### src/epis_pkg.sv
package epis_pkg;

   // ==========================================================
   // Register byte offsets
   localparam logic [7:0] OFS_CTRL_SENSE  = 8'h00;
   localparam logic [7:0] OFS_CTRL_STATUS = 8'h04;
   localparam logic [7:0] OFS_IRQ_MASK    = 8'h08;
   localparam logic [7:0] OFS_IRQ_FLAG    = 8'h0c;
   localparam logic [7:0] OFS_CPU_STATUS  = 8'h10;
   localparam logic [7:0] OFS_EVT_STATUS  = 8'h14;
   localparam logic [7:0] OFS_EVT_MASK    = 8'h18;
   localparam logic [7:0] OFS_SLEEP_CTRL  = 8'h1c;

   // ==========================================================
   // Field positions
   localparam int SENSE_A_LO_BIT   = 0;
   localparam int SENSE_B_LO_BIT   = 2;
   localparam int SENSE_C_EDGE_BIT = 6;
   localparam int PIN_C_BIT        = 5;
   localparam int PIN_A_BIT        = 6;
   localparam int PIN_B_BIT        = 7;
   localparam int GIE_BIT          = 7;
   localparam int SLEEP_GO_BIT     = 0;
   localparam int SLEEP_MODE_LO    = 1;
   localparam int SLEEP_STATE_BIT  = 4;
   localparam int EVT_WAKE_BIT     = 3;

   // ==========================================================
   // Reset values
   localparam logic [7:0] CTRL_SENSE_RST  = 8'h00;
   localparam logic [2:0] SLEEP_MODE_IDLE = 3'h0;
   localparam logic [3:0] EVT_MASK_RST    = 4'h0;

   // ==========================================================
   // Timing
   localparam int MCLK_MHZ       = 100;
   localparam int STARTUP_NS     = 4000;
   localparam int STARTUP_CYCLES = (STARTUP_NS * MCLK_MHZ + 999) / 1000;
   localparam int STARTUP_W      = 12;

   // ==========================================================
   // Types
   typedef enum logic [1:0] {
      SENSE_LOW     = 2'b00,
      SENSE_ANY     = 2'b01,
      SENSE_FALLING = 2'b10,
      SENSE_RISING  = 2'b11
   } epis_sense_t;

   typedef enum logic [1:0] {
      ST_AWAKE   = 2'b00,
      ST_ASLEEP  = 2'b01,
      ST_SAMPLE1 = 2'b10,
      ST_STARTUP = 2'b11
   } epis_state_t;

   typedef struct packed {
      logic       read;
      logic       write;
      logic [7:0] address;
      logic [3:0] byteenable;
      logic [31:0] writedata;
   } epis_bus_req_t;

endpackage

### src/epis_sync2.sv
`timescale 1ns/1ps
module epis_sync2 #(
   parameter int W = 1
) (
   input  wire logic         mclk,
   input  wire logic         reset_n,
   input  wire logic [W-1:0] d,
   output logic      [W-1:0] q
);
   logic [W-1:0] meta_q;

   always_ff @(posedge mclk or negedge reset_n) begin
      if (!reset_n) begin
         // Idle-high pins, no false edge after reset
         meta_q <= '1;
         q      <= '1;
      end else begin
         meta_q <= d;
         q      <= meta_q;
      end
   end
endmodule // epis_sync2

### src/epis_sense.sv
`timescale 1ns/1ps
module epis_sense (
   input  wire logic                 mclk,
   input  wire logic                 reset_n,
   input  wire logic                 pin_s,
   input  wire epis_pkg::epis_sense_t mode,
   input  wire logic                 io_run,
   output logic                      edge_hit,
   output logic                      level_low
);
   logic prev_q;
   logic prev_d;
   logic rise;
   logic fall;

   // sample held while io clock halted
   assign prev_d = io_run ? pin_s : prev_q;

   always_ff @(posedge mclk or negedge reset_n) begin
      if (!reset_n) begin
         prev_q <= 1'b1;
      end else begin
         prev_q <= prev_d;
      end
   end

   assign rise = pin_s & ~prev_q;
   assign fall = ~pin_s & prev_q;

   assign edge_hit = io_run &
      (((mode == epis_pkg::SENSE_ANY) & (rise | fall)) |
       ((mode == epis_pkg::SENSE_FALLING) & fall) |
       ((mode == epis_pkg::SENSE_RISING) & rise));

   assign level_low = (mode == epis_pkg::SENSE_LOW) & ~pin_s;
endmodule // epis_sense

### src/epis_top.sv
// Decided for this implementation: the register offsets and the Avalon-MM interface to the registers.
`timescale 1ns/1ps
// Notes on behaviour
// - Requests are raised from the pin level even when it is an output.
// - Third input is edge-only; first two have level and edge modes.
// - Low-level mode keeps the request asserted while the pin is low.
// - Edge detection on first two inputs runs only while io clock runs.
// - Low level and third input edge still detected when io clock halts.
// - Io clock halted in every sleep mode except idle.
// - Level wake from power-down needs two watchdog-clock samples low.
// - Wake after both samples and start-up time, whether or not the level is still held.
// - Level gone by end of start-up: wake, but no level request.
// - A request is taken only with global enable and its mask bit set.
// - Pin is registered first; edges compare registered samples.
// - Pulses longer than one clock period give an edge request.
// - Second input sense bits 3:2: low, any, falling, rising.
// - First input sense bits 1:0 with the same encodings.
// - Third input sense bit: 0 falling, 1 rising; change may trigger.
// - Edge sets flag; cleared by handler or write one; clear in level.
module epis_top (
   input  wire logic        mclk,
   input  wire logic        reset_n,
   // Avalon-MM slave
   input  wire logic [7:0]  avs_address,
   input  wire logic        avs_read,
   input  wire logic        avs_write,
   input  wire logic [3:0]  avs_byteenable,
   input  wire logic [31:0] avs_writedata,
   output logic      [31:0] avs_readdata,
   output logic             avs_waitrequest,
   // Pins
   input  wire logic        ext_irq_in_a,
   input  wire logic        ext_irq_in_b,
   input  wire logic        ext_irq_in_c,
   // Watchdog oscillator tick
   input  wire logic        wdt_tick,
   // Handler entry
   input  wire logic        irq_ack,
   input  wire logic [1:0]  irq_ack_sel,
   // Outputs
   output logic      [2:0]  irq_req,
   output logic             io_clk_run,
   output logic             sleeping,
   output logic             wake,
   output logic             irq
);

   // ==========================================================
   // State
   epis_pkg::epis_bus_req_t bus;
   epis_pkg::epis_state_t   state_q;
   epis_pkg::epis_state_t   state_d;
   logic [7:0]  sense_ctl_q;
   logic        sense_c_q;
   logic [2:0]  mask_q;
   logic [2:0]  flag_q;
   logic [2:0]  flag_d;
   logic        gie_q;
   logic [3:0]  evt_q;
   logic [3:0]  evt_d;
   logic [3:0]  emask_q;
   logic [2:0]  sleep_mode_q;

   localparam int STARTUP_W_L = epis_pkg::STARTUP_W;
   localparam logic [STARTUP_W_L-1:0] STARTUP_LAST =
      STARTUP_W_L'(epis_pkg::STARTUP_CYCLES - 1);

   logic [STARTUP_W_L-1:0] start_cnt_q;
   logic [STARTUP_W_L-1:0] start_cnt_d;
   logic        wait_q;
   logic [31:0] rdata_d;
   logic [2:0]  req_d;
   logic        wake_d;
   logic        io_run_d;
   logic        cond_c_q;

   assign bus.read       = avs_read;
   assign bus.write      = avs_write;
   assign bus.address    = avs_address;
   assign bus.byteenable = avs_byteenable;
   assign bus.writedata  = avs_writedata;

   // ==========================================================
   // Pin synchronisers
   logic [2:0] pins_s;

   epis_sync2 #(
      .W (3)
   ) u_sync (
      .mclk    (mclk),
      .reset_n (reset_n),
      .d       ({ext_irq_in_c, ext_irq_in_b, ext_irq_in_a}),
      .q       (pins_s)
   );

   // ==========================================================
   // Sense units for first two inputs
   epis_pkg::epis_sense_t mode_a;
   epis_pkg::epis_sense_t mode_b;
   logic hit_a;
   logic hit_b;
   logic low_a;
   logic low_b;
   logic io_run;

   assign mode_a = epis_pkg::epis_sense_t'(
      sense_ctl_q[epis_pkg::SENSE_A_LO_BIT +: 2]);
   assign mode_b = epis_pkg::epis_sense_t'(
      sense_ctl_q[epis_pkg::SENSE_B_LO_BIT +: 2]);

   // io clock runs awake or in idle
   assign io_run_d = (state_d == epis_pkg::ST_AWAKE) |
                     (sleep_mode_q == epis_pkg::SLEEP_MODE_IDLE);
   assign io_run   = io_clk_run;

   epis_sense u_sense_a (
      .mclk      (mclk),
      .reset_n   (reset_n),
      .pin_s     (pins_s[0]),
      .mode      (mode_a),
      .io_run    (io_run),
      .edge_hit  (hit_a),
      .level_low (low_a)
   );

   epis_sense u_sense_b (
      .mclk      (mclk),
      .reset_n   (reset_n),
      .pin_s     (pins_s[1]),
      .mode      (mode_b),
      .io_run    (io_run),
      .edge_hit  (hit_b),
      .level_low (low_b)
   );

   // ==========================================================
   // Third input, edge only, not gated by io clock
   logic cond_c;
   logic hit_c;

   // polarity select; flipping it may trigger
   assign cond_c = sense_c_q ? pins_s[2] : ~pins_s[2];
   assign hit_c  = cond_c & ~cond_c_q;

   always_ff @(posedge mclk or negedge reset_n) begin
      if (!reset_n) begin
         cond_c_q <= 1'b1;
      end else begin
         cond_c_q <= cond_c;
      end
   end

   // ==========================================================
   // Bus decode
   logic bus_go;
   logic wr_go;
   logic rd_go;
   logic be0;
   logic sel_sense;
   logic sel_status;
   logic sel_mask;
   logic sel_flag;
   logic sel_cpu;
   logic sel_evt;
   logic sel_emask;
   logic sel_sleep;
   logic [7:0] wb;

   assign bus_go     = (bus.read | bus.write) & ~wait_q;
   assign be0        = bus.byteenable[0];
   assign wr_go      = bus_go & bus.write & be0;
   assign rd_go      = bus_go & bus.read;
   assign wb         = bus.writedata[7:0];
   assign sel_sense  = bus.address == epis_pkg::OFS_CTRL_SENSE;
   assign sel_status = bus.address == epis_pkg::OFS_CTRL_STATUS;
   assign sel_mask   = bus.address == epis_pkg::OFS_IRQ_MASK;
   assign sel_flag   = bus.address == epis_pkg::OFS_IRQ_FLAG;
   assign sel_cpu    = bus.address == epis_pkg::OFS_CPU_STATUS;
   assign sel_evt    = bus.address == epis_pkg::OFS_EVT_STATUS;
   assign sel_emask  = bus.address == epis_pkg::OFS_EVT_MASK;
   assign sel_sleep  = bus.address == epis_pkg::OFS_SLEEP_CTRL;

   // Pin-ordered triple into register bit layout
   function automatic logic [7:0] pack3(input logic [2:0] v);
      logic [7:0] r;
      r = 8'h00;
      r[epis_pkg::PIN_A_BIT] = v[0];
      r[epis_pkg::PIN_B_BIT] = v[1];
      r[epis_pkg::PIN_C_BIT] = v[2];
      return r;
   endfunction

   function automatic logic [2:0] unpack3(input logic [7:0] r);
      return {r[epis_pkg::PIN_C_BIT], r[epis_pkg::PIN_B_BIT],
              r[epis_pkg::PIN_A_BIT]};
   endfunction

   logic [7:0] sleep_rd;
   assign sleep_rd = {3'h0, (state_q != epis_pkg::ST_AWAKE),
                      sleep_mode_q, 1'b0};

   always_comb begin
      rdata_d = 32'h0000_0000;
      if (sel_sense) begin
         rdata_d[7:0] = sense_ctl_q;
      end else if (sel_status) begin
         rdata_d[epis_pkg::SENSE_C_EDGE_BIT] = sense_c_q;
      end else if (sel_mask) begin
         rdata_d[7:0] = pack3(mask_q);
      end else if (sel_flag) begin
         rdata_d[7:0] = pack3(flag_q);
      end else if (sel_cpu) begin
         rdata_d[epis_pkg::GIE_BIT] = gie_q;
      end else if (sel_evt) begin
         rdata_d[3:0] = evt_q;
      end else if (sel_emask) begin
         rdata_d[3:0] = emask_q;
      end else if (sel_sleep) begin
         rdata_d[7:0] = sleep_rd;
      end
   end

   // ==========================================================
   // Flags
   logic [2:0] lvl_mode;
   logic [2:0] flag_set;
   logic [2:0] flag_clr;
   logic [2:0] ack_vec;
   logic [2:0] w1c_vec;

   assign lvl_mode = {1'b0, mode_b == epis_pkg::SENSE_LOW,
                      mode_a == epis_pkg::SENSE_LOW};
   // pin level used regardless of direction
   assign flag_set = {hit_c, hit_b, hit_a} & ~lvl_mode;
   assign ack_vec  = irq_ack ? (3'h1 << irq_ack_sel) : 3'h0;
   assign w1c_vec  = (wr_go & sel_flag) ? unpack3(wb) : 3'h0;
   assign flag_clr = ack_vec | w1c_vec | lvl_mode;
   assign flag_d   = flag_set | (flag_q & ~flag_clr);

   // ==========================================================
   // Requests
   logic [2:0] pending;

   // level request follows pin; gone level gives none
   assign pending = {flag_q[2],
                     lvl_mode[1] ? low_b : flag_q[1],
                     lvl_mode[0] ? low_a : flag_q[0]};
   assign req_d = gie_q ? (pending & mask_q) : 3'h0;

   // ==========================================================
   // Sleep and wake sequencing
   logic level_wake;
   logic sleep_go;
   logic in_idle;
   logic start_done;

   assign level_wake = |({low_b, low_a} & mask_q[1:0]);
   assign sleep_go   = wr_go & sel_sleep & wb[epis_pkg::SLEEP_GO_BIT];
   assign in_idle    = sleep_mode_q == epis_pkg::SLEEP_MODE_IDLE;
   assign start_done = start_cnt_q == STARTUP_LAST;

   always_comb begin
      state_d     = state_q;
      start_cnt_d = '0;
      wake_d      = 1'b0;
      unique case (state_q)
         epis_pkg::ST_AWAKE: begin
            if (sleep_go) begin
               state_d = epis_pkg::ST_ASLEEP;
            end
         end
         epis_pkg::ST_ASLEEP: begin
            // clockless sources wake from any mode
            if ((in_idle & (|(pending & mask_q))) |
                (flag_q[2] & mask_q[2])) begin
               state_d = epis_pkg::ST_STARTUP;
            end else if (level_wake & wdt_tick) begin
               state_d = epis_pkg::ST_SAMPLE1;
            end
         end
         epis_pkg::ST_SAMPLE1: begin
            if (wdt_tick) begin
               state_d = level_wake ? epis_pkg::ST_STARTUP
                                    : epis_pkg::ST_ASLEEP;
            end
         end
         epis_pkg::ST_STARTUP: begin
            start_cnt_d = start_cnt_q + 1'b1;
            if (start_done) begin
               state_d = epis_pkg::ST_AWAKE;
               wake_d  = 1'b1;
            end
         end
      endcase
   end

   // ==========================================================
   // Event status, read clears, set wins
   logic [3:0] evt_set;
   logic [3:0] evt_clr;

   assign evt_set = {wake_d, flag_set & ~flag_q};
   assign evt_clr = (rd_go & sel_evt) ? evt_q : 4'h0;
   assign evt_d   = evt_set | (evt_q & ~evt_clr);

   // ==========================================================
   // Registers
   always_ff @(posedge mclk or negedge reset_n) begin
      if (!reset_n) begin
         wait_q       <= 1'b1;
         avs_readdata <= 32'h0000_0000;
      end else begin
         wait_q       <= ~((bus.read | bus.write) & wait_q);
         if ((bus.read | bus.write) & wait_q) begin
            avs_readdata <= rdata_d;
         end
      end
   end

   assign avs_waitrequest = wait_q;

   always_ff @(posedge mclk or negedge reset_n) begin
      if (!reset_n) begin
         sense_ctl_q  <= epis_pkg::CTRL_SENSE_RST;
         sense_c_q    <= 1'b0;
         mask_q       <= 3'h0;
         gie_q        <= 1'b0;
         emask_q      <= epis_pkg::EVT_MASK_RST;
         sleep_mode_q <= epis_pkg::SLEEP_MODE_IDLE;
      end else if (wr_go) begin
         if (sel_sense) sense_ctl_q <= wb;
         if (sel_status) sense_c_q <= wb[epis_pkg::SENSE_C_EDGE_BIT];
         if (sel_mask) mask_q <= unpack3(wb);
         if (sel_cpu) gie_q <= wb[epis_pkg::GIE_BIT];
         if (sel_emask) emask_q <= wb[3:0];
         if (sel_sleep) sleep_mode_q <= wb[epis_pkg::SLEEP_MODE_LO +: 3];
      end
   end

   always_ff @(posedge mclk or negedge reset_n) begin
      if (!reset_n) begin
         flag_q      <= 3'h0;
         evt_q       <= 4'h0;
         state_q     <= epis_pkg::ST_AWAKE;
         start_cnt_q <= '0;
      end else begin
         flag_q      <= flag_d;
         evt_q       <= evt_d;
         state_q     <= state_d;
         start_cnt_q <= start_cnt_d;
      end
   end

   always_ff @(posedge mclk or negedge reset_n) begin
      if (!reset_n) begin
         irq_req    <= 3'h0;
         io_clk_run <= 1'b1;
         sleeping   <= 1'b0;
         wake       <= 1'b0;
         irq        <= 1'b0;
      end else begin
         irq_req    <= req_d;
         io_clk_run <= io_run_d;
         sleeping   <= state_d != epis_pkg::ST_AWAKE;
         wake       <= wake_d;
         irq        <= |(evt_d & emask_q);
      end
   end

endmodule // epis_top

### config.mk
export PLATFORM = sky130hd
export DESIGN_NAME = epis_top
export DESIGN_NICKNAME = d
export VERILOG_FILES = /design/src/epis_pkg.sv /design/src/epis_sync2.sv /design/src/epis_sense.sv /design/src/epis_top.sv
export SDC_FILE = /design/constraint.sdc
export NUM_CORES = 1
export LEC_CHECK = 0
export ABC_AREA = 1
export CAP_MARGIN = 20
export CELL_PAD_IN_SITES_DETAIL_PLACEMENT = 0
export CELL_PAD_IN_SITES_GLOBAL_PLACEMENT = 1
export CORE_AREA = 5 5 92 94
export CTS_BUF_LIST = sky130_fd_sc_hd__clkbuf_8
export CTS_CLUSTER_SIZE = 24
export DETAILED_ROUTE_END_ITERATION = 10
export DIE_AREA = 0 0 97 99
export DONT_BUFFER_PORTS = 1
export PLACE_DENSITY = 0.88
export SYNTH_ARGS = -nofsm -noshare
export SYNTH_HDL_FRONTEND = slang
export SYNTH_HIERARCHICAL = 1
export SYNTH_SLANG_ARGS = --single-unit
### constraint.sdc
create_clock -name mclk -period 3.4 [get_ports mclk]
set_input_delay 0.17 -clock mclk [delete_from_list [all_inputs] [get_ports mclk]]
set_output_delay 0.17 -clock mclk [all_outputs]
set_load 0.05 [all_outputs]
* After elaboration in Yosys (flattened, before gate mapping)
Cells that the tools add are included.
Word-level totals: register bits 66, bits of input ports 55, output and inout port bits 40
Cells by class: $add $sub $neg 1, eq/ne operators 17, shift-type cells 1, multiplexer cells 30, bitwise logic cells 59, reductions and logical operators 17
Operator list (number):
- 8-bit by 5-bit == test with 1-bit output, second input constant | 4
- 1-bit bitwise AND | 27
- 8-bit two-way mux | 3
- 8-bit by 4-bit == test with 1-bit output, second input constant | 2
- 12-bit by 1-bit adder with 12-bit output, second input constant | 1
- 3-bit bitwise AND | 4
- 12-bit by 9-bit == test with 1-bit output, second input constant | 1
- 2-bit == test, second input constant | 6
- 12-bit two-way mux | 1
- 2-bit two-way mux | 6
- 4-bit two-way mux | 3
- 2-bit AND reduction | 6
- 1-bit two-way mux | 10
- 3-bit two-way mux | 3
- 1-bit bitwise OR | 9
- 4-bit bitwise AND | 2
- 8-bit by 3-bit == test with 1-bit output, second input constant | 1
- 2-bit logical NOT | 4
- 8-bit logical NOT | 1
- 1-bit inverter | 8
- 2-bit case mux with 4 select lines | 1
- 7-bit two-way mux | 1
- 2-bit by 1-bit == test with 1-bit output, second input constant | 3
- 6-bit two-way mux | 1
- 14 further kinds | 17

* Longest topological paths before layout
Gate-level depths: netlist of the first run.
word-level depth 12, depth in mapped cells 12, mapped depth without buffers 12

* Hierarchy
Netlist of the first run, hierarchy kept.
Modules (own cells, without submodules):
- epis_top | instances 1, cells each 343, area each 2921.6 um^2
- epis_sense | instances 2, cells each 17, area each 111.4 um^2
- epis_sync2 | instances 1, cells each 6, area each 157.7 um^2

* Worst setup path after synthesis of the first run
OpenSTA, ideal clock, no wires.
path kind register -> register, from register u_sync.q[0], to register irq, setup time 0.070 ns, arrival time 1.491 ns, required time 3.330 ns, setup slack 1.838 ns, cell stages (with the launch flop) 10, buffers on the path 0, cells stage by stage dfstp_2 inv_1 ha_1 inv_1 a21oi_1 nor2_2 inv_1 o31ai_1 nand2_1 nand4_1
On the way: longest elaborated chain between the ends 12
RTL lines:
- start: declaration | RTL line epis_sync2.sv:8 | output logic [W-1:0] q
- start signal: assignment | RTL line epis_sync2.sv:19 | q <= meta_q;
- 1-bit inverter | RTL line epis_sense.sv:28 | assign fall = ~pin_s & prev_q;
- 1-bit bitwise AND | RTL line epis_sense.sv:28
- 1-bit bitwise OR | RTL line epis_sense.sv:31 | (((mode == epis_pkg::SENSE_ANY) & (rise | fall)) |
- 1-bit bitwise AND | RTL line epis_sense.sv:31
- 1-bit bitwise OR | RTL line epis_sense.sv:31
- 1-bit bitwise OR * | RTL line epis_sense.sv:32 | ((mode == epis_pkg::SENSE_FALLING) & fall) |
- 1-bit bitwise AND * | RTL line epis_sense.sv:30 | assign edge_hit = io_run &
- net hit_a | RTL line epis_top.sv:100 | logic hit_a;
- 3-bit bitwise AND * | RTL line epis_top.sv:234 | assign flag_set = {hit_c, hit_b, hit_a} & ~lvl_mode;
- 3-bit bitwise AND * | RTL line epis_top.sv:302 | assign evt_set = {wake_d, flag_set & ~flag_q};
- 4-bit bitwise OR * | RTL line epis_top.sv:304 | assign evt_d = evt_set | (evt_q & ~evt_clr);
- net evt_d[0] | RTL line epis_top.sv:60 | logic [3:0] evt_d;
- 4-bit bitwise AND * | RTL line epis_top.sv:366 | irq <= |(evt_d & emask_q);
- 4-bit OR reduction * | RTL line epis_top.sv:366
- end signal: assignment | RTL line epis_top.sv:366
- end: declaration | RTL line epis_top.sv:45 | output logic irq
The timed path passes the listed nets; every way through them passes the cells marked *. A chain may end at the register's enable or synchronous reset.

* Worst setup path after layout of the first run
from register wait_q, in the netlist avs_waitrequest, to register sense_ctl_q[4]
On the way: longest elaborated chain between the ends 5
RTL lines:
- start: declaration | RTL line epis_top.sv:70 | logic wait_q;
- start signal: assignment | RTL line epis_top.sv:313 | wait_q <= ~((bus.read | bus.write) & wait_q);
- 1-bit inverter | RTL line epis_top.sv:169 | assign bus_go = (bus.read | bus.write) & ~wait_q;
- 1-bit bitwise AND | RTL line epis_top.sv:169
- 1-bit bitwise AND (2 in series) | RTL line epis_top.sv:171 | assign wr_go = bus_go & bus.write & be0;
- 2-bit AND reduction (no source line)
- end signal: assignment | RTL line epis_top.sv:324 | sense_ctl_q <= epis_pkg::CTRL_SENSE_RST;
- end signal: assignment | RTL line epis_top.sv:331 | if (sel_sense) sense_ctl_q <= wb;
- end: declaration | RTL line epis_top.sv:53 | logic [7:0] sense_ctl_q;
No other way between the ends.

==> summary.md, run 1 <==
| Metric | Value |
|---|---|
| Outcome | `finished, final reports clean` |
| Post-route setup TNS | `0 ps` |
| Syn. warnings | `6` |
| GRT Util Overall | `0.158` |
| Maximum VDD drop | `between 200 and 300 uV` |
| Largest net degree at the start of global routing | `67` |
| First-pass GRT wire length | `approximately 12000 um` |
| Via count | `between 2000 and 2500` |
| Fill cells | `~730` |
| Cell Pwr Density | `around 480 nW/um^2` |
| Post-synth EDFFs | `0` |
| Worst path required time | `about 3600 ps` |
| Commonest cells in the netlist | `78 x nand2_1, 55 x dfrtp_1, 47 x inv_1, 39 x nor2_1, 24 x buf_4` |
| Arr. time, crit path | `2000 ps` |
| Hold Crit Start | `avs_writedata[5]` |
| Ranking of synthesized cells by area | `dfrtp_1 42%, nand2_1 8.9%, dfstp_2 8.8%` |
| DRC viols | `0` |
| Post-synthesis cell count | `about 380` |
| Final nets | `between 400 and 500` |
| Area Overhead vs Synth | `9.21%` |
| CP max stage delay | `between 700 and 800 ps` |
| Num Clock Sinks | `66` |
| CP most frequent cell | `inv_1` |
| Tmin final | `1770 ps` |
| Die Span Y | `roughly 99 um` |
| # IOs | `95` |
| Asr flop ratio synth | `1.00` |
| Dominant cell type by area after synthesis | `dfrtp_1` |
| 1st-iter DRT viols | `roughly 150` |
| Count leader, synth | `nand2_1` |
| WL/cell | `around 14 um` |
| RR Startpoint | `avs_waitrequest$_DFF_PN1_` |
| Syn avg cell area | `~8.6 um^2` |
| Max-cap violations | `0` |
| Post-synth top area share | `0.417` |
| Setup violators final | `0` |
| HP Class | `input port to flip-flop` |
| Crit path max fanout | `15` |
| Layout cell share with drive strength beyond 1 | `0.121` |
| Clk pin slew, worst setup/hold paths | `about 70 ps` |
| Final wirelength | `a little over 7000 um` |
| Antenna diodes | `0` |
| Vias in the first global route | `between 2000 and 2500` |
| Mapped Area | `about 3300 um^2` |
| Ys flop type | `dfrtp_1` |
| Gpl congestion | `0.870` |
| Yosys reg bits | `66` |
| R2R cell count | `5` |
| Clock latency on the worst-skew pair | `around 350 ps` |
| CP endpoint kind | `flip-flop` |
| Clock Path Buffers | `2` |
| Critical path launch point type | `flip-flop` |
| HPWL after DPL | `roughly 5400 um` |
| R2r endpoint | `sense_ctl_q[4]$_DFFE_PN0P_` |
| Crit path kind | `flip-flop to flip-flop` |
| Fin crit share | `0.522` |
| Final Hold Fails | `0` |
| Unrepaired setup endpoints after global routing | `false` |
| Design Area, Final | `roughly 3600 um^2` |
| CTS tree | `done` |
| Critical Path, Cell by Cell | `inv_1 > nand3_1 > inv_1 > nand2_4 > mux2_4` |
| Worst hold endpoint | `sense_ctl_q[5]$_DFFE_PN0P_` |
| Starting density of the core | `0.436` |
| Initial antenna violation count | `0` |
| Cell Rows | `32` |
| Hold path depth | `2` |
| Buffers on Ports | `0` |
| Post-DRT Antenna Nets | `0` |
| H-tree Lvls | `3` |
| Crit path max-delay cell type | `dfstp_2` |
| Worst Max-Slew Pin Slew | `about 500 ps` |
| Post-synthesis sequential area ratio | `0.504` |
| Core area | `roughly 7600 um^2` |
| CTS root buffer | `clkbuf_8` |
| Clock Skew | `around 12 ps` |
| Leak Pwr | `1.76 nW` |
| Rel. slew slack | `0.661` |
| Worst R2R Setup Slack | `between 1500 and 2000 ps` |
| Pins Over Slew Limit | `0` |
| Drt pass-1 iters | `4` |
| Total gr overflow | `0` |
| Die X | `97 um` |
| CTS buffer count | `9` |
| Peak Freq | `between 0.5 and 0.6 GHz` |
| DP Area | `around 3300 um^2` |
| Die area | `between 9000 and 10000 um^2` |
| Post-synth cell types | `36` |
| Via-to-Cell Ratio | `a little under 5` |
-- metrics by stage --
step | hold WS [ps] | instances | utilization | setup WS [ps] | total power, W
floorplan | -126 | 406 | - | 1840 | 0.00106
global placement | -123 | 482 | 0.439 | 1660 | 0.00107
detailed placement | -124 | 482 | 0.439 | 1630 | 0.00107
CTS | 1.96 | 506 | 0.477 | 1620 | 0.00173
global route | 20.3 | 506 | 0.477 | 1470 | 0.00180
finish | 23.8 | 506 | 0.477 | 1630 | 0.00171
-- state kept, by name, indices dropped and copies added, names as in the netlist, 2 cells and up --
| signal | cells |
|---|---|
| start_cnt_q | 12 |
| avs_readdata | 8 |
| sense_ctl_q | 8 |
| emask_q | 4 |
| evt_q | 4 |
| flag_q | 3 |
| irq_req | 3 |
| mask_q | 3 |
| sleep_mode_q | 3 |
| u_sync/meta_q | 3 |
| u_sync/q | 3 |
| state_q | 2 |
-- logic make-up after synthesis --
logic type,Yosys count,synth area share
xor gates and xnor gates,1,0.00265
buffers and inverters,75,0.116
other,1,0.00114
adders and majority gates,5,0.0189
and+or+nand+nor,162,0.228
muxes,1,0.00455
DFF,66,0.504
AOI/OAI and AO/OA,72,0.125
-- cell usage in the layout, fill, tap and decap left out, drive strengths merged --
cell type	instances
o211ai	1
nand4	2
o32ai	2
dfrtp	55
dfstp	11
mux2	1
a21oi	23
buf	1
o21ai	33
conb	24
clkinv	2
nor2	48
nand2	85
a31oi	4
ha	5
nand3	16
inv	52
a41oi	5
bufinv	1
o31ai	3
nand3b	2
xnor2	1
o21a	1
dlygate4sd3	7
nor3	9
clkbuf	10
-- cell type report --
type	count	area [um^2]	area share
Clock inverter	6	51.3	0.0142
Inverter	49	186	0.0517
Timing Repair Buffer	8	97.6	0.0271
Sequential cell	66	1670	0.462
Tap cell	102	128	0.0354
Clock buffer	10	138	0.0382
Multi-Input combinational cell	265	1340	0.372
-- worst max-delay path: cells and delay by family, from the launching register on --
kind,cells,cell delay (ps)
muxes,1,310
buffers and inverters,2,300
and+or+nand+nor,2,330
DFF,1,710
-- worst max-delay path by stage --
stage / slack (ps) / depth (start not counted) / end / start
6_report: 1630 / 5 / sense_ctl_q[4]$_DFFE_PN0P_ / avs_waitrequest$_DFF_PN1_
5_1_grt: 1470 / 9 / irq$_DFF_PN0_ / u_sync/q[0]$_DFF_PN1_
4_1_cts: 1620 / 9 / irq$_DFF_PN0_ / u_sync/q[0]$_DFF_PN1_
3_5_place_dp: 1630 / 9 / irq$_DFF_PN0_ / u_sync/q[0]$_DFF_PN1_
3_3_place_gp: 1660 / 5 / sense_ctl_q[4]$_DFFE_PN0P_ / avs_waitrequest$_DFF_PN1_
2_1_floorplan: 1840 / 9 / irq$_DFF_PN0_ / u_sync/q[0]$_DFF_PN1_
-- metal layers --
layer / global-route usage / share of wire / vias to the layer above
li1: - / - / 1223
met1: 0.189 / 0.43 / 1182
met2: 0.266 / 0.51 / 51
met3: 0.0502 / 0.048 / 10
met4: 0.0616 / 0.013 / 0
met5: 0 / 0 / -
-- power by group --
group	total, W	internal [W]	leakage (nW)	switching [W]
sequential	0.000914	0.000821	0.816	0.0000928
clock	0.000633	0.000348	0.110	0.000284
combinational	0.000168	0.0000396	0.832	0.000128
-- what timing repair did --
action,CTS,global route
hold buffers,8,0
endpoints found under the hold margin,71,0
resized for setup,0,0
setup buffers,0,0
setup endpoints to repair,0,0
No activity file was read; power rests on OpenSTA's default activity.
==> run 2: changes to the inputs <==
==> constraint.sdc (replaced) <==
create_clock -name mclk -period 1.7 [get_ports mclk]
set_input_delay 0.085 -clock mclk [delete_from_list [all_inputs] [get_ports mclk]]
set_output_delay 0.085 -clock mclk [all_outputs]
set_load 0.05 [all_outputs]
==> summary.md, run 2 (synthesized netlist as in run 1, its figures left out) <==
| Metric | Value |
|---|---|
| Outcome | `finished, final reports clean` |
| CP endpoint kind | `flip-flop` |
| CTS tree | `done` |
| Post-DRT Antenna Nets | `0 (unchanged)` |
| Clk pin slew, worst setup/hold paths | `70 ps (about the same)` |
| Layout cell share with drive strength beyond 1 | `0.187 (+0.0656)` |
| DRC viols | `0 (unchanged)` |
| Gpl congestion | `0.881 (+1.2%)` |
| Clock latency on the worst-skew pair | `340 ps (about the same)` |
| Arr. time, crit path | `1900 ps (-100 ps)` |
| Placed instance count | `492 (+2.1%)` |
| Peak Freq | `just over 0.6 GHz` |
| Worst Max-Slew Pin Slew | `510 ps (+2.40 ps)` |
| Die area | `9600 um^2 (unchanged)` |
| Num Clock Sinks | `66 (unchanged)` |
| Via count | `2591 (+5.1%)` |
| Design Area, Final | `3920 um^2 (+8.6%)` |
| Initial antenna violation count | `0 (unchanged)` |
| H-tree Lvls | `3 (unchanged)` |
| Layout Cells excl Fill | `530 (+4.7%)` |
| Cell Rows | `32 (unchanged)` |
| Core area | `7570 um^2 (unchanged)` |
| DP Area | `3390 um^2 (+2.3%)` |
| Largest net degree at the start of global routing | `67 (unchanged)` |
| Cell Pwr Density | `899 nW/um^2 (+89%)` |
| Rel. slew slack | `0.660 (-0.00160)` |
| GR peak layer | `met2` |
| Fin crit share | `0.968` |
| Crit path from | `avs_address[5]` |
| Total gr overflow | `0 (unchanged)` |
| Setup slack after layout | `54.0 ps (-1570 ps)` |
| Crit path to | `avs_readdata[0]$_DFFE_PN0P_` |
| Unrepaired setup endpoints after global routing | `true` |
| Leak Pwr | `1.88 nW (+7.2%)` |
| Setup violators final | `0 (unchanged)` |
| Starting density of the core | `0.436 (unchanged)` |
| Via-to-Cell Ratio | `4.89 (+0.31%)` |
| # IOs | `95 (unchanged)` |
| Buffers on Ports | `0 (unchanged)` |
| Vias in the first global route | `2575 (+3.3%)` |
| Die Span Y | `99 um (unchanged)` |
| Largest regs | `start_cnt_q: 12 flops, avs_readdata: 8 flops, sense_ctl_q: 8 flops` |
| HPWL after DPL | `5410 um (about the same)` |
| Worst hold slack | `6.89 ps (-16.9 ps)` |
| Tmin final | `~1600 ps` |
| Number of flip-flops in the largest register | `12 (unchanged)` |
| Max-cap violations | `0 (unchanged)` |
| GRT met3 Usage | `0.0545 (+0.00425)` |
| 1st-iter DRT viols | `132 (-11%)` |
| Worst path required time | `1960 ps (-1660 ps)` |
| GR Util met2 | `0.266 (-0.000531)` |
| WL/cell | `14.2 um (+0.94%)` |
| Clock Skew | `8.91 ps (-2.89 ps)` |
| Largest Register | `start_cnt_q` |
| R2R cell count | `10 (+5)` |
| Final Hold Fails | `0 (unchanged)` |
| R2r endpoint | `sleeping$_DFF_PN0_` |
| Crit path max fanout | `6 (-9)` |
| Place WS | `-51.8 ps (-1680 ps)` |
| Crit path kind | `input port to flip-flop` |
| Antenna diodes | `0 (unchanged)` |
| CTS buffer count | `9 (unchanged)` |
| Final nets | `483 (+5.2%)` |
| Worst R2R Setup Slack | `120 ps (-1510 ps)` |
| Drt pass-1 iters | `4 (unchanged)` |
| Maximum VDD drop | `359 uV (+37%)` |
| HP Class | `input port to flip-flop` |
| Post-route setup TNS | `0 ps (unchanged)` |
| Commonest non-fill, non-tap cell in the layout | `nand2_1` |
| GRT Util Overall | `0.161 (+0.00248)` |
| CTS root buffer | `clkbuf_8` |
| Most frequent cells in the layout | `75 x nand2_1, 52 x dfrtp_1, 50 x inv_1` |
| Area Overhead vs Synth | `18.6%` |
| First-pass GRT wire length | `12200 um (+1.7%)` |
| Met1 Use GR | `0.196 (+0.00691)` |
| Pins Over Slew Limit | `0 (unchanged)` |
| Final wirelength | `7550 um (+5.7%)` |
| Critical path launch point type | `input port` |
| RR Startpoint | `u_sync/q[1]$_DFF_PN1_` |
| Clock Path Buffers | `2 (unchanged)` |
| Die X | `97 um (unchanged)` |
-- run 2: cell count changes in the layout (fill, tap and decap cells not counted), moves of 3 or more --
cell	delta
nand2_2	+3
dfrtp_1	-3
nand2_1	-3
nor2_1	-3
nor3_4	+3
buf_4	+15
dlygate4sd3_1	+9
nor2_4	+3
dfrtp_2	+3
-- run 2: worst max-delay path, stage by stage --
cell	delay, ps
dlygate4sd3_1	580
nor3_4	360
nand3_1	100
dlygate4sd3_1	580
a31oi_1	190
-- run 2: power by group --
group | switching (W) | total (W) | leakage (nW) | internal (W)
Sequential | 0.000124 | 0.00177 | 0.811 | 0.00164
Clock | 0.000563 | 0.00130 | 0.113 | 0.000739
Combinational | 0.000334 | 0.000454 | 0.960 | 0.000121
Total | 0.00102 | 0.00352 | 1.88 | 0.00250
-- run 2: final cells by class --
| type | instances | area [um^2] |
|---|---|---|
| Clock buffer | 11 | 151 |
| Clock inverter | 5 | 46.3 |
| Fill cell | 714 | 3650 |
| Inverter | 49 | 186 |
| Multi-Input combinational cell | 265 | 1440 |
| Sequential cell | 66 | 1670 |
| Tap cell | 102 | 128 |
| Timing Repair Buffer | 32 | 300 |
-- run 2: metal layers --
layer  wire length (um)  share of wire  vias up
met3                386          0.051       10
met1               3190           0.42     1244
met5                  0              0        -
li1                   -              -     1273
met4                109          0.014        0
met2               3860           0.51       64
-- run 2: stage by stage --
stage	power (W)	util
final	0.00352	0.518
after global placement	0.00217	0.449
after CTS	0.00355	0.501
after floorplan	0.00213	-
after global routing	0.00368	0.518
after detailed placement	0.00217	0.449
-- run 2: what timing repair did --
| action | CTS | global route |
|---|---|---|
| endpoints found under the setup margin | 1 | 7 |
| setup buffers | 0 | 5 |
| gates resized for setup | 2 | 24 |
| endpoints found under the hold margin | 88 | 0 |
| cloned | 0 | 0 |
| pin swaps | 0 | 7 |
| hold buffers | 17 | 0 |
-- run 2: worst min-delay path by stage --
| stage | startpoint | end | slack (ps) | cells after the start |
|---|---|---|---|---|
| after floorplan | reset_n | avs_readdata[0]$_DFFE_PN0P_ | -210 | 0 |
| after global placement | reset_n | sense_c_q$_DFFE_PN0P_ | -210 | 0 |
| after detailed placement | reset_n | avs_readdata[2]$_DFFE_PN0P_ | -210 | 0 |
| after CTS | avs_writedata[6] | sense_ctl_q[6]$_DFFE_PN0P_ | 2 | 2 |
| after global routing | avs_writedata[6] | sense_ctl_q[6]$_DFFE_PN0P_ | 30 | 2 |
| final | avs_writedata[6] | sense_ctl_q[6]$_DFFE_PN0P_ | 7 | 2 |
==> run 3: changes to the inputs <==
==> constraint.sdc (replaced) <==
create_clock -name mclk -period 1.7 [get_ports mclk]
set_input_delay 0.255 -clock mclk [delete_from_list [all_inputs] [get_ports mclk]]
set_output_delay 0.255 -clock mclk [all_outputs]
set_load 0.05 [all_outputs]
==> summary.md, run 3 (synthesized netlist as in run 1, its figures left out) <==
| Metric | Value |
|---|---|
| Antenna diodes | `0 (unchanged)` |
| WL/cell | `14.0 um (-1.5%)` |
| Die Span Y | `99 um (unchanged)` |
| Critical Path, Cell by Cell | `inv_1 > ha_1 > inv_1 > a21oi_1 > nor2_2 > inv_1 > o31ai_4 > nand2_1 > nand4_1` |
| Failing checks | `hold timing` |
| # IOs | `95 (unchanged)` |
| CTS root buffer | `clkbuf_8` |
| Most frequent cells in the layout | `76 x nand2_1, 52 x dfrtp_1, 46 x inv_1` |
| DP Area | `3380 um^2 (-0.44%)` |
| Peak Freq | `0.623 GHz (+2.6%)` |
| Via count | `2536 (-2.1%)` |
| Arr. time, crit path | `1880 ps (-20 ps)` |
| Cell Rows | `32 (unchanged)` |
| Crit path kind | `flip-flop to flip-flop` |
| Setup violators final | `0 (unchanged)` |
| Rel. slew slack | `0.660 (+0.000767)` |
| Crit path max-delay cell type | `dfstp_2` |
| Worst hold slack | `-404 ps (-411 ps)` |
| Crit path max fanout | `2 (-4)` |
| Layout cell share with drive strength beyond 1 | `0.188 (+0.000889)` |
| Worst Max-Slew Pin Slew | `509 ps (-1.15 ps)` |
| Outcome | `complete, but fails checks` |
| Num Clock Sinks | `66 (unchanged)` |
| WP depth | `9 (+4)` |
| H-tree Lvls | `3 (unchanged)` |
| Tmin final | `1600 ps (-41.6 ps)` |
| First-pass GRT wire length | `12100 um (-1.2%)` |
| Starting density of the core | `0.436 (unchanged)` |
| Bufs and invs on worst path | `3 (+1)` |
| HPWL after DPL | `5390 um (-0.26%)` |
| Overall Power | `0.00347 W (-1.5%)` |
| CP max stage delay | `530 ps (-50 ps)` |
| Clock Path Buffers | `2 (unchanged)` |
| Clock latency on the worst-skew pair | `350 ps (about the same)` |
| HP Class | `input port to asynchronous set/reset pin` |
| Design Area, Final | `3710 um^2 (-5.2%)` |
| Commonest non-fill, non-tap cell in the layout | `nand2_1` |
| Gate family responsible for the most delay along the worst path | `flip-flops` |
| Post-DRT Antenna Nets | `0 (unchanged)` |
| Initial antenna violation count | `0 (unchanged)` |
| 1st-iter DRT viols | `161 (+22%)` |
| Total gr overflow | `0 (unchanged)` |
| Die area | `9600 um^2 (unchanged)` |
| Number of flip-flops in the largest register | `12 (unchanged)` |
| Largest net degree at the start of global routing | `67 (unchanged)` |
| GRT Util Overall | `0.158 (-0.00234)` |
| Final wirelength | `7180 um (-4.8%)` |
| CTS buffer count | `9 (unchanged)` |
| Final nets | `465 (-3.7%)` |
| Largest Register | `start_cnt_q` |
| Vias in the first global route | `2492 (-3.2%)` |
| Core area | `7570 um^2 (unchanged)` |
| Gpl congestion | `0.877 (-0.40%)` |
| Largest regs | `start_cnt_q: 12 flops, avs_readdata: 8 flops, sense_ctl_q: 8 flops` |
| DRC viols | `0 (unchanged)` |
| Critical path launch point type | `flip-flop` |
| Worst path required time | `1980 ps (+20 ps)` |
| Via-to-Cell Ratio | `4.95 (+1.3%)` |
| Pins Over Slew Limit | `0 (unchanged)` |
| Final Hold Fails | `66 (+66)` |
| Clk pin slew, worst setup/hold paths | `70 ps (about the same)` |
| Buffers on Ports | `0 (unchanged)` |
| Fin crit share | `0.944 (-0.0244)` |
| Clock Skew | `7.76 ps (-1.15 ps)` |
| R2R cell count | `9 (-1)` |
| Post-CTS Hold Buffers | `3 (-14)` |
| Cell Pwr Density | `935 nW/um^2 (+4.0%)` |
| CP endpoint kind | `flip-flop` |
| CTS tree | `done` |
| CP most frequent cell | `inv_1` |
| Maximum VDD drop | `410 uV (+14%)` |
| Area Overhead vs Synth | `12.4%` |
| Leak Pwr | `1.78 nW (-5.7%)` |
| Die X | `97 um (unchanged)` |
| Post-route setup TNS | `0 ps (unchanged)` |
| Max-cap violations | `0 (unchanged)` |
| Drt pass-1 iters | `4 (unchanged)` |
-- run 3: layout make-up --
class	count	area [um^2]
fill	716	3850
sequential	66	1670
multi-input combinational	265	1410
inverter	49	186
clock buffer	10	138
tap	102	128
timing repair buffer	14	113
clock inverter	6	66.3
-- run 3: routing by layer --
metal	GRT usage	vias to the layer above	routed length (um)
li1	-	1239	-
met1	0.191	1226	3110
met2	0.261	61	3540
met3	0.0552	10	425
met4	0.0626	0	111
met5	0	-	0
-- run 3: worst register-to-register path: stages (launching register included) --
cell and delay, ps:
dfstp_2 530, inv_1 40, ha_1 280, inv_1 50, a21oi_1 60, nor2_2 110
inv_1 90, o31ai_4 200, nand2_1 80, nand4_1 90
-- run 3: timing repair --
| action | in CTS | in global routing |
|---|---|---|
| setup buffers | 0 | 3 |
| hold endpoints to repair | 69 | 66 |
| resized for setup | 2 | 21 |
| setup endpoints to repair | 1 | 6 |
| pin swaps | 1 | 4 |
-- run 3: worst paths after layout --
kind	slack [ps]	start	to
max	100	u_sync/q[0]$_DFF_PN1_	irq$_DFF_PN0_
min	-400	reset_n	sense_c_q$_DFFE_PN0P_
max reg2reg	100	u_sync/q[0]$_DFF_PN1_	irq$_DFF_PN0_
min reg2reg	360	u_sync/meta_q[0]$_DFF_PN1_	u_sync/q[0]$_DFF_PN1_
max in group asynchronous	1900	reset_n	u_sense_b/prev_q$_DFFE_PN1P_
min in group mclk	50	avs_writedata[4]	sense_ctl_q[4]$_DFFE_PN0P_
-- run 3: metrics by stage --
stage          cells  utilization  worst slack, ps
3_3_place_gp     490        0.447            -8.88
4_1_cts          509        0.479             8.27
3_5_place_dp     490        0.447            -46.6
6_report         512        0.491             95.6
5_1_grt          512        0.491            -5.66
2_1_floorplan    406            -              138
-- run 3: power by group --
part	switching (W)	internal [W]
registers	0.000171	0.00164
clock network	0.000623	0.000716
logic	0.000244	0.0000765
